[src/design/perf_page_pkg.sv]
package perf_page_pkg;

  // Page that holds the performance counters, as written to the page port.
  localparam logic [7:0] STATUS_PAGE      = 8'h04;

  // Five-bit offsets of the sixteen locations inside the page.
  localparam logic [4:0] OFS_PRBS_ERR     = 5'h10;
  localparam logic [4:0] OFS_PRBS_SMF     = 5'h11;
  localparam logic [4:0] OFS_IRQ_VECTOR   = 5'h12;
  localparam logic [4:0] OFS_EBIT_HIGH    = 5'h13;
  localparam logic [4:0] OFS_EBIT_LOW     = 5'h14;
  localparam logic [4:0] OFS_JITTER       = 5'h15;
  localparam logic [4:0] OFS_OVF_LATCH    = 5'h16;
  localparam logic [4:0] OFS_SYNC_LOSS    = 5'h17;
  localparam logic [4:0] OFS_FAS_BIT      = 5'h18;
  localparam logic [4:0] OFS_RAI_CRC      = 5'h19;
  localparam logic [4:0] OFS_ERRORED_FAS  = 5'h1a;
  localparam logic [4:0] OFS_ALARM_LATCH  = 5'h1b;
  localparam logic [4:0] OFS_BPV_HIGH     = 5'h1c;
  localparam logic [4:0] OFS_BPV_LOW      = 5'h1d;
  localparam logic [4:0] OFS_CRC4_HIGH    = 5'h1e;
  localparam logic [4:0] OFS_CRC4_LOW     = 5'h1f;

  // Bit positions inside the overflow latch.
  localparam int OVF_PRBS_BIT    = 7;
  localparam int OVF_EBIT_BIT    = 6;
  localparam int OVF_JITTER_BIT  = 5;
  localparam int OVF_SYNC_BIT    = 4;
  localparam int OVF_FASBIT_BIT  = 3;
  localparam int OVF_EFAS_BIT    = 2;
  localparam int OVF_BPV_BIT     = 1;
  localparam int OVF_CRC4_BIT    = 0;

  // Counter widths and the width of the FAS error count.
  localparam int CNT8_W          = 8;
  localparam int CNT10_W         = 10;
  localparam int CNT16_W         = 16;
  localparam int FAS_ERR_W       = 3;

  // Words of margin before the jitter FIFO under- or overflows.
  localparam int JFIFO_MARGIN    = 4;

  // Reset values of the read port and of the overflow latch.
  localparam logic [7:0] RDATA_RESET = 8'h00;
  localparam logic [7:0] OVF_RESET   = 8'h00;

  // One access from the host on the parallel register port.
  typedef struct packed {
    logic       cs;     // Chip select, one cycle per access.
    logic       rd;     // Read strobe.
    logic       wr;     // Write strobe.
    logic [7:0] page;   // Currently selected register page.
    logic [4:0] addr;   // Offset within the page.
    logic [7:0] wdata;  // Write data.
  } host_req_s;

  // Single-cycle event strobes from the receive framer, plus the sync-lost level.
  typedef struct packed {
    logic                 prbs_err;   // One PRBS bit error.
    logic                 smf_rx;     // One CRC submultiframe received.
    logic                 ebit_err;   // One E-bit error.
    logic                 bpv;        // One bipolar violation.
    logic                 crc4_err;   // One CRC-4 error.
    logic                 fas_rx;     // A frame alignment signal arrived.
    logic [FAS_ERR_W-1:0] fas_errs;   // Bit errors in that alignment signal.
    logic                 frame_tick; // Start of each 125 us frame.
    logic                 sync_lost;  // Level: basic frame alignment lost.
  } line_events_s;

endpackage

[src/design/wrap_counter.sv]
`timescale 1ns/10ps

// Saturation-free event counter that wraps and reports each wrap.
module wrap_counter
  import perf_page_pkg::*;
#(
  parameter int WIDTH = 8,
  parameter int INC_W = 1
) (
  // Clock and reset.
  input  wire logic             sys_clk_i,
  input  wire logic             srst_i,
  // Control.
  input  wire logic [INC_W-1:0] inc_i,
  input  wire logic             clr_i,
  // Status.
  output logic      [WIDTH-1:0] cnt_o,
  output logic                  wrap_o
);

  // Refuse shapes that the adder cannot serve.
  if (INC_W < 1 || INC_W >= WIDTH) begin : g_bad_width
    $error("wrap_counter: INC_W must lie between 1 and WIDTH-1");
  end

  logic [WIDTH:0]   sum;    // Count plus increment with carry.
  logic [WIDTH-1:0] cnt_q;  // Held count.

  // Carry out of the adder marks the step from all ones past zero.
  always_comb begin
    sum    = {1'b0, cnt_q} + {{(WIDTH + 1 - INC_W){1'b0}}, inc_i};
    wrap_o = sum[WIDTH] & ~clr_i;
  end

  // A clear takes precedence over counting in the same cycle.
  always_ff @(posedge sys_clk_i) begin
    if (srst_i || clr_i) begin
      cnt_q <= '0;
    end else begin
      cnt_q <= sum[WIDTH-1:0];
    end
  end

  assign cnt_o = cnt_q;
endmodule

[src/design/perf_counter_page.sv]
`timescale 1ns/10ps

module perf_counter_page
  import perf_page_pkg::*;
#(
  parameter int JFIFO_DEPTH = 32,
  parameter int FILL_W      = $clog2(JFIFO_DEPTH + 1)
) (
  // Clock and reset.
  input  wire logic              sys_clk_i,
  input  wire logic              srst_i,
  // Host register port.
  input  wire host_req_s         host_req_i,
  output logic       [7:0]       reg_rdata_o,
  output logic                   reg_rvalid_o,
  // Receive framer events.
  input  wire line_events_s      events_i,
  input  wire logic              irq_raise_i,
  input  wire logic  [7:0]       irq_vector_i,
  // Status bytes kept by neighbouring logic.
  input  wire logic  [1:0]       rai_crc_flags_i,
  input  wire logic  [7:0]       alarm_latch_i,
  // Jitter attenuator FIFO.
  input  wire logic  [FILL_W-1:0] jitter_fifo_fill_i,
  output logic                   jitter_rd_slow_o,
  output logic                   jitter_rd_fast_o
);

  //////////////////////////////////////////////////////////////////////////
  // Parameter checks and constants.
  //////////////////////////////////////////////////////////////////////////

  // The two guard bands must not overlap, or both would act at once.
  if (JFIFO_DEPTH <= 2 * JFIFO_MARGIN) begin : g_bad_depth
    $error("perf_counter_page: JFIFO_DEPTH too small for its margins");
  end
  if (FILL_W < $clog2(JFIFO_DEPTH + 1)) begin : g_bad_fill
    $error("perf_counter_page: FILL_W cannot hold a full FIFO count");
  end

  // Fill levels at or beyond which the read clock must be steered.
  localparam logic [FILL_W-1:0] LOW_MARK  = FILL_W'(JFIFO_MARGIN);
  localparam logic [FILL_W-1:0] HIGH_MARK =
    FILL_W'(JFIFO_DEPTH - JFIFO_MARGIN);

  //////////////////////////////////////////////////////////////////////////
  // Host access decode.
  //////////////////////////////////////////////////////////////////////////

  // True when an access targets this page and its upper half.
  function automatic logic hits_page(input host_req_s req);
    hits_page = req.cs && (req.page == STATUS_PAGE) && req.addr[4];
  endfunction

  logic rd_hit;       // Read strobe aimed at this page.
  logic wr_prbs;      // Write aimed at the PRBS error counter.
  logic rd_ovf;       // Read of the overflow latch.

  // Decode the three accesses that have effects.
  always_comb begin
    rd_hit  = hits_page(host_req_i) && host_req_i.rd;
    wr_prbs = hits_page(host_req_i) && host_req_i.wr &&
              (host_req_i.addr == OFS_PRBS_ERR);
    rd_ovf  = rd_hit && (host_req_i.addr == OFS_OVF_LATCH);
  end

  //////////////////////////////////////////////////////////////////////////
  // Jitter FIFO guard band.
  //////////////////////////////////////////////////////////////////////////

  logic near_low;     // Read pointer close to underflow.
  logic near_high;    // Read pointer close to overflow.
  logic near_q;       // Either condition, one cycle ago.
  logic jitter_step;  // Entry into the guard band.

  // Compare the fill level with both guard marks.
  always_comb begin
    near_low    = jitter_fifo_fill_i <= LOW_MARK;
    near_high   = jitter_fifo_fill_i >= HIGH_MARK;
    jitter_step = (near_low || near_high) && !near_q;
  end

  // Remember the previous band state to count entries only.
  always_ff @(posedge sys_clk_i) begin
    if (srst_i) begin
      near_q <= 1'b0;
    end else begin
      near_q <= near_low || near_high;
    end
  end

  // Slow the read clock near empty, speed it near full.
  always_ff @(posedge sys_clk_i) begin
    if (srst_i) begin
      jitter_rd_slow_o <= 1'b0;
      jitter_rd_fast_o <= 1'b0;
    end else begin
      jitter_rd_slow_o <= near_low;
      jitter_rd_fast_o <= near_high;
    end
  end

  //////////////////////////////////////////////////////////////////////////
  // Frame synchronisation tracking.
  //////////////////////////////////////////////////////////////////////////

  logic lost_q;       // Previous sync-lost level.
  logic sync_drop;    // Transition from in sync to lost.
  logic lost_frame;   // One frame period spent out of sync.

  // Mark the moment sync is lost and each frame spent lost.
  always_comb begin
    sync_drop  = events_i.sync_lost && !lost_q;
    lost_frame = events_i.sync_lost && events_i.frame_tick;
  end

  // Hold the sync level for edge detection.
  always_ff @(posedge sys_clk_i) begin
    if (srst_i) begin
      lost_q <= 1'b0;
    end else begin
      lost_q <= events_i.sync_lost;
    end
  end

  //////////////////////////////////////////////////////////////////////////
  // Counters.
  //////////////////////////////////////////////////////////////////////////

  logic [CNT8_W-1:0]    prbs_err_cnt;     // PRBS errors.
  logic [CNT8_W-1:0]    prbs_smf_cnt;     // Submultiframes since write.
  logic [CNT10_W-1:0]   ebit_cnt;         // E-bit errors.
  logic [CNT8_W-1:0]    jitter_fifo_cnt;  // Guard band entries.
  logic [CNT8_W-1:0]    sync_loss_cnt;    // Frames without sync.
  logic [CNT8_W-1:0]    fas_bit_cnt;      // Alignment signal bit errors.
  logic [CNT8_W-1:0]    errored_fas_cnt;  // Bad alignment signals.
  logic [CNT16_W-1:0]   violation_cnt;    // Bipolar violations.
  logic [CNT10_W-1:0]   crc4_cnt;         // CRC-4 errors.
  logic [7:0]           ovf_set;          // Wrap strobes, latch layout.
  logic [FAS_ERR_W-1:0] fas_inc;          // Errors in a valid FAS.
  logic                 efas_inc;         // A FAS with any error.

  // Only a delivered alignment signal contributes errors.
  always_comb begin
    fas_inc  = events_i.fas_rx ? events_i.fas_errs : '0;
    efas_inc = events_i.fas_rx && (events_i.fas_errs != '0);
  end

  // PRBS errors on any routed channel.
  wrap_counter #(.WIDTH(CNT8_W), .INC_W(1)) u_prbs (
    .sys_clk_i (sys_clk_i),
    .srst_i    (srst_i),
    .inc_i     (events_i.prbs_err),
    .clr_i     (1'b0),
    .cnt_o     (prbs_err_cnt),
    .wrap_o    (ovf_set[OVF_PRBS_BIT])
  );

  // Submultiframes, restarted by any write to the PRBS counter.
  wrap_counter #(.WIDTH(CNT8_W), .INC_W(1)) u_smf (
    .sys_clk_i (sys_clk_i),
    .srst_i    (srst_i),
    .inc_i     (events_i.smf_rx),
    .clr_i     (wr_prbs),
    .cnt_o     (prbs_smf_cnt),
    .wrap_o    ()
  );

  // E-bit errors, ten bits wide.
  wrap_counter #(.WIDTH(CNT10_W), .INC_W(1)) u_ebit (
    .sys_clk_i (sys_clk_i),
    .srst_i    (srst_i),
    .inc_i     (events_i.ebit_err),
    .clr_i     (1'b0),
    .cnt_o     (ebit_cnt),
    .wrap_o    (ovf_set[OVF_EBIT_BIT])
  );

  // Entries into the jitter FIFO guard band.
  wrap_counter #(.WIDTH(CNT8_W), .INC_W(1)) u_jitter (
    .sys_clk_i (sys_clk_i),
    .srst_i    (srst_i),
    .inc_i     (jitter_step),
    .clr_i     (1'b0),
    .cnt_o     (jitter_fifo_cnt),
    .wrap_o    (ovf_set[OVF_JITTER_BIT])
  );

  // Frames spent out of sync, restarted when sync is lost.
  wrap_counter #(.WIDTH(CNT8_W), .INC_W(1)) u_sync (
    .sys_clk_i (sys_clk_i),
    .srst_i    (srst_i),
    .inc_i     (lost_frame),
    .clr_i     (sync_drop),
    .cnt_o     (sync_loss_cnt),
    .wrap_o    (ovf_set[OVF_SYNC_BIT])
  );

  // Total bit errors seen in alignment signals.
  wrap_counter #(.WIDTH(CNT8_W), .INC_W(FAS_ERR_W)) u_fasbit (
    .sys_clk_i (sys_clk_i),
    .srst_i    (srst_i),
    .inc_i     (fas_inc),
    .clr_i     (1'b0),
    .cnt_o     (fas_bit_cnt),
    .wrap_o    (ovf_set[OVF_FASBIT_BIT])
  );

  // Alignment signals holding at least one error.
  wrap_counter #(.WIDTH(CNT8_W), .INC_W(1)) u_efas (
    .sys_clk_i (sys_clk_i),
    .srst_i    (srst_i),
    .inc_i     (efas_inc),
    .clr_i     (1'b0),
    .cnt_o     (errored_fas_cnt),
    .wrap_o    (ovf_set[OVF_EFAS_BIT])
  );

  // Bipolar violations, sixteen bits wide.
  wrap_counter #(.WIDTH(CNT16_W), .INC_W(1)) u_bpv (
    .sys_clk_i (sys_clk_i),
    .srst_i    (srst_i),
    .inc_i     (events_i.bpv),
    .clr_i     (1'b0),
    .cnt_o     (violation_cnt),
    .wrap_o    (ovf_set[OVF_BPV_BIT])
  );

  // CRC-4 errors, ten bits wide.
  wrap_counter #(.WIDTH(CNT10_W), .INC_W(1)) u_crc4 (
    .sys_clk_i (sys_clk_i),
    .srst_i    (srst_i),
    .inc_i     (events_i.crc4_err),
    .clr_i     (1'b0),
    .cnt_o     (crc4_cnt),
    .wrap_o    (ovf_set[OVF_CRC4_BIT])
  );

  //////////////////////////////////////////////////////////////////////////
  // Overflow latch and interrupt vector.
  //////////////////////////////////////////////////////////////////////////

  logic [7:0] ovf_q;        // Sticky overflow flags.
  logic [7:0] irq_vector_q; // Category of the latest interrupt.

  // Reading clears, but a wrap in the same cycle still lands.
  always_ff @(posedge sys_clk_i) begin
    if (srst_i) begin
      ovf_q <= OVF_RESET;
    end else begin
      ovf_q <= (rd_ovf ? 8'h00 : ovf_q) | ovf_set;
    end
  end

  // Capture the category whenever an interrupt is raised.
  always_ff @(posedge sys_clk_i) begin
    if (srst_i) begin
      irq_vector_q <= 8'h00;
    end else if (irq_raise_i) begin
      irq_vector_q <= irq_vector_i;
    end
  end

  //////////////////////////////////////////////////////////////////////////
  // Read data.
  //////////////////////////////////////////////////////////////////////////

  logic [7:0] rd_mux;  // Byte selected by the current offset.

  // Select the byte; reads change nothing but the overflow latch.
  always_comb begin
    unique case (host_req_i.addr)
      OFS_PRBS_ERR:    rd_mux = prbs_err_cnt;
      OFS_PRBS_SMF:    rd_mux = prbs_smf_cnt;
      OFS_IRQ_VECTOR:  rd_mux = irq_vector_q;
      OFS_EBIT_HIGH:   rd_mux = {6'h00, ebit_cnt[9:8]};
      OFS_EBIT_LOW:    rd_mux = ebit_cnt[7:0];
      OFS_JITTER:      rd_mux = jitter_fifo_cnt;
      OFS_OVF_LATCH:   rd_mux = ovf_q;
      OFS_SYNC_LOSS:   rd_mux = sync_loss_cnt;
      OFS_FAS_BIT:     rd_mux = fas_bit_cnt;
      OFS_RAI_CRC:     rd_mux = {6'h00, rai_crc_flags_i};
      OFS_ERRORED_FAS: rd_mux = errored_fas_cnt;
      OFS_ALARM_LATCH: rd_mux = alarm_latch_i;
      OFS_BPV_HIGH:    rd_mux = violation_cnt[15:8];
      OFS_BPV_LOW:     rd_mux = violation_cnt[7:0];
      OFS_CRC4_HIGH:   rd_mux = {6'h00, crc4_cnt[9:8]};
      OFS_CRC4_LOW:    rd_mux = crc4_cnt[7:0];
      default:         rd_mux = 8'h00;
    endcase
  end

  // Register the answer one cycle after the read strobe.
  always_ff @(posedge sys_clk_i) begin
    if (srst_i) begin
      reg_rdata_o  <= RDATA_RESET;
      reg_rvalid_o <= 1'b0;
    end else begin
      reg_rdata_o  <= rd_hit ? rd_mux : 8'h00;
      reg_rvalid_o <= host_req_i.cs && host_req_i.rd;
    end
  end
endmodule

[config.mk]
export PLATFORM = sky130hd
export DESIGN_NAME = perf_counter_page
export DESIGN_NICKNAME = d
export VERILOG_FILES = /design/src/design/perf_page_pkg.sv /design/src/design/wrap_counter.sv /design/src/design/perf_counter_page.sv
export SDC_FILE = /design/constraint.sdc
export NUM_CORES = 1
export LEC_CHECK = 0
export BUFFER_PORTS_ARGS = -buffer_cell sky130_fd_sc_hd__buf_2
export CAP_MARGIN = 20
export CORE_UTILIZATION = 58
export CTS_CLUSTER_SIZE = 40
export DETAILED_ROUTE_END_ITERATION = 8
export MAX_ROUTING_LAYER = met4
export PLACE_DENSITY_LB_ADDON = 0.2
export SKIP_CTS_REPAIR_TIMING = 1
export SYNTH_ARGS = -nofsm -noshare
export SYNTH_HDL_FRONTEND = slang
export SYNTH_HIERARCHICAL = 1
export SYNTH_SLANG_ARGS = --single-unit
[constraint.sdc]
create_clock -name sys_clk_i -period 2.2 [get_ports sys_clk_i]
set_clock_uncertainty 0.2 [all_clocks]
set_input_delay 0.33 -clock sys_clk_i [delete_from_list [all_inputs] [get_ports sys_clk_i]]
set_output_delay 0.33 -clock sys_clk_i [all_outputs]
set_load 0.02 [all_outputs]
# After elaboration in Yosys (flattened, before gate mapping)
# Cells that the tools add are included.
[totals]
input_bits = 62
ff_bits = 113
elab_cells = 70
output_inout_bits = 11
[op_classes]
n_lt_le_gt_ge = 2
mux = 3
reduce_logical = 18
n_addsub = 9
n_eq_ne = 17
bitwise_logic = 4
[op_table]
columns = ["cell", "count"]
rows = [
  ["$pmux W8 S16", 1],
  ["$eq A5 B5 Y1 const B", 16],
  ["$add A8 B1 Y9", 4],
  ["$add A10 B1 Y11", 2],
  ["$add A16 B1 Y17", 1],
  ["$logic_and A1 B1 Y1", 11],
  ["$add A8 B3 Y9", 1],
  ["$add A8 B1 Y8", 1],
  ["$eq A8 B3 Y1 const B", 1],
  ["$mux W8", 1],
  ["$or A8 B8 Y8", 1],
  ["$ge A6 B5 Y1 const B", 1],
  ["$le A6 B3 Y1 const B", 1],
  ["$logic_or A1 B1 Y1", 3],
  ["$mux W3", 1],
  ["$reduce_bool A3 Y1", 1],
  ["$logic_not A1 Y1", 2],
  ["$not A1 Y1", 2],
  ["$reduce_or A2 Y1", 1],
  ["$and A1 B1 Y1", 1],
]

# Depth between registers and ports, before layout
[depth]
word_depth = 7
depth_mapped = 9
ltp_nobuf = 9

# Hierarchy
# The synthesis kept the hierarchy.
[modules_own_cells]
columns = ["mod", "n_inst", "seq_area_each_um2", "area_per_inst_um2", "cells_per_inst"]
rows = [
  ["perf_counter_page", 1, 580.6, 2234.6, 271],
  ["wrap_counter (u_efas ...)", 5, 160.2, 341.6, 37],
  ["wrap_counter (u_crc4 ...)", 2, 200.2, 439.2, 48],
  ["wrap_counter (u_bpv)", 1, 320.3, 740.7, 84],
  ["wrap_counter (u_fasbit)", 1, 160.2, 411.6, 44],
]

# Worst setup path before layout
# OpenSTA, ideal clock, no wires.
[synth_path]
path_type = "input to register"
start = "in host_req_i[10] in the netlist's numbering"
end = "reg u_smf.cnt_q[2], in the netlist u_smf/cnt_o[2]"
setup_slack_ns = 0.197
path_stages = 8
required_time_ns = 1.879
t_arrival_ns = 1.682
setup_ns = 0.121
path_buffers = 2
path_cell_list = "buf_2 or3b_1 nor3_1 nand2_1 nor2_1 or2_2 clkbuf_1 nor2_1"
[synth_between]
elab_chain_len = 3
[synth_rtl]
columns = ["item", "line", "text"]
rows = [
  ["start: declaration", "perf_counter_page.sv:13", "input wire host_req_s host_req_i,"],
  ["$eq A5 B5 Y1", "perf_counter_page.sv:63", "(host_req_i.addr == OFS_PRBS_ERR);"],
  ["$logic_and A1 B1 Y1", "perf_counter_page.sv:62", "wr_prbs = hits_page(host_req_i) && host_req_i.wr &&"],
  ["via wr_prbs", "perf_counter_page.sv:56", "logic wr_prbs;"],
  ["$logic_or A1 B1 Y1", "wrap_counter.sv:37", "if (srst_i || clr_i) begin"],
  ["end signal: assignment", "wrap_counter.sv:40", "cnt_q <= sum[WIDTH-1:0];"],
  ["end: declaration", "wrap_counter.sv:27", "logic [WIDTH-1:0] cnt_q;"],
]
# The timed path passes the listed nets, and every way through them passes these cells.
# A chain may end at the register's enable or synchronous reset.

# Worst setup path in the final report
[layout_path]
start = "reg u_fasbit.cnt_q[0], in the netlist u_fasbit/cnt_o[0]"
end = "reg ovf_q[3]"
[layout_between]
elab_chain_len = 2
[layout_rtl]
columns = ["item", "line", "text"]
rows = [
  ["start: declaration", "wrap_counter.sv:27", ""],
  ["start signal: assignment", "wrap_counter.sv:40", ""],
  ["$add A8 B3 Y9", "wrap_counter.sv:31", "sum = {1'b0, cnt_q} + {{(WIDTH + 1 - INC_W){1'b0}}, inc_i};"],
  ["via ovf_set[3]", "perf_counter_page.sv:139", "logic [7:0] ovf_set;"],
  ["$or A8 B8 Y8", "perf_counter_page.sv:251", "ovf_q <= (rd_ovf ? 8'h00 : ovf_q) | ovf_set;"],
  ["end signal: assignment", "perf_counter_page.sv:251", ""],
  ["end: declaration", "perf_counter_page.sv:243", "logic [7:0] ovf_q;"],
]
# The timed path passes the listed nets, and every way through them passes these cells.

==> run_results.csv <==
group,metric,value,unit
power,net-switching-power,1170,uW
worst_hold_path,hp-class,"input pin to flip-flop",
die,row_count,36,
layout,fillers,730,
power,intPower,3960,uW
drt,initialDrtViolationCount,504,
critical_path,critical_path_class,"flip-flop to flip-flop",
layout,largest_reg_flops,16,
layout,final_cell_count_no_fill,946,
power,pwr-share-seq,40.9,%
drt,avgRoutedWirePerCell,18.3,um
yosys,syn_area,5960,um2
placement,dp_hpwl,12.8,mm
global_route,antenna_found_initial,0,
critical_path,r2r_start,"u_fasbit/cnt_o[0]",
critical_path,crit_start,"u_fasbit/cnt_o[0]",
clock_tree,htree_levels,4,
placement,dp.cells,895,
drt,drt_drc_violations_left,0,
critical_path,worstSetupStartpointType,"flip-flop",
layout,nets,882,
global_route,grt_pass1_vias,5177,
drt,ant_nets,0,
placement,portBuffers,64,
die,io_pins,73,
sta,rsz0062_at_grt,"no",
die,die_h,103,um
run_status,status,"completed",
global_route,grt.busiest_layer,"met2",
power,clkPwrFrac,52.0,%
clock_tree,cts_buffer_depth,2,
power,pwr-share-comb,7.1,%
sta,max_slew_margin,43.3,%
sta,worst_hold_slack,33.7,ps
sta,hold_violations,0,
critical_path,r2r_cells,8,
yosys,syn-instance-count,679,
sta,report.final.slew_viol_count,0,
drt,vias,5684,
global_route,grtUsageMet3,6.18,%
die,initial_core_util,60.5,%
global_route,grt_util_all_layers,34.0,%
drt,drtPass1Iterations,7,
power,p_leak,0.00287,uW
worst_hold_path,hold_depth,3,
global_route,grt_pass1_wl,26.0,mm
layout,antenna_cells,0,
sta,worst_pin_slew,829,ps
global_route,grt_max_degree,21,
layout,drive_gt1_share,20.7,%
power,swShare,22.8,%
clock_tree,cts-root-buf,"clkbuf_8",
global_route,overflow,0,
sta,max_freq,501,MHz
die,fp.dieArea,10700,um2
power,ir_drop,0.000372,V
clock_tree,clkLatencyLatePin,530,ps
global_route,grt_use_met2,55.4,%
placement,gp_congestion,1.02,
sta,period_minus_slack,2000,ps
critical_path,critPathMaxFanout,4,
drt,routed_wl,17.3,mm
clock_tree,clk_pin_slew,60,ps
critical_path,worstPathArrival,2260,ps
global_route,grt_use_met1,41.5,%
yosys,syn_area_per_cell,8.78,um2
drt,viasPerCell,6.01,
critical_path,end_kind,"flip-flop",
power,power_per_cell_area,695,nW/um2
layout,area_delta_synth_final,23.9,%
flow_run,maxCapViolCount,0,
yosys,ys.warnings.count,6,
clock_tree,cts_tree,"built",
die,core_area,9860,um2
sta,setup_viol,0,
die,die_x,103,um
clock_tree,cts.sinks,113,
worst_hold_path,min_from,"irq_raise_i",
critical_path,crit_required,2460,ps
clock_tree,cts_made_buffers,17,
sta,fin_crit_sh,90.8,%
power groups by stage:
stage          Sequential (uW)  Combinational (uW)  Clock (uW)
2_1_floorplan             2140                 193           0
3_3_place_gp              2140                 319           0
3_5_place_dp              2140                 329           0
4_1_cts                   2100                 331        2680
5_1_grt                   2100                 398        2780
6_report                  2100                 364        2670
path summary, 6_finish.rpt:
check | to | slack (ps)
min | irq_vector_q[7] | 30
max reg2reg | ovf_q[3] | 200
min reg2reg | ovf_q[0] | 280
max | ovf_q[3] | 200
layer usage:
layer  share of wire [%]  up-vias  wire (um)
met5                   0        -          0
met4                 2.4        0        408
met3                 8.5       48       1470
met2                  48      279       8240
met1                  42     2655       7200
li1                    -     2702          -
layout by cell type (no fill, tap or decap), types with 5 or more instances in the layout:
cell,count
a2111oi_0,6
a21oi_1,41
a31oi_1,6
and2_1,20
and3_1,22
buf_2,64
buf_4,32
clkbuf_16,16
clkbuf_8,5
clkinv_2,5
conb_1,20
dfxtp_1,113
dlygate4sd3_1,19
ha_1,19
inv_1,20
mux2_2,6
mux2i_1,18
nand2_1,31
nand3_1,39
nand3b_1,8
nand4_1,8
nand4_2,6
nor2_1,71
nor2b_1,7
nor3_1,13
nor4b_1,6
o21ai_0,36
o31ai_1,5
or2_2,9
or3_1,21
xnor2_1,20
xor2_1,18
worst max-delay path, stage by stage, from the launching register on:
cell,delay [ps]
dfxtp_1,380
ha_1,200
inv_1,60
fa_1,420
nor2b_4,160
nor2_1,80
nor4b_2,230
inv_1,70
a21oi_1,130
layout make-up:
| type | instances | area [um2] | share of cell area (%) |
|---|---|---|---|
| Tap cell | 133 | 166 | 2.25 |
| Multi-Input combinational cell | 532 | 3530 | 47.8 |
| Sequential cell | 113 | 2260 | 30.6 |
| Clock inverter | 10 | 108 | 1.46 |
| Inverter | 20 | 75.1 | 1.02 |
| Clock buffer | 22 | 473 | 6.40 |
| Timing Repair Buffer | 116 | 771 | 10.4 |
per-stage QoR:
step	cell area, um2	utilization (%)	power (uW)	worst slack (ps)	setup TNS [ps]
2_1_floorplan	6040	-	2330	242	0
3_3_place_gp	6610	67.0	2460	-57.6	-57.6
3_5_place_dp	6610	67.0	2470	-16.4	-28.0
4_1_cts	7190	72.9	5110	144	0
5_1_grt	7390	74.9	5280	48.6	0
6_report	7390	74.9	5140	203	0
Power figures use the tool's default switching activity.
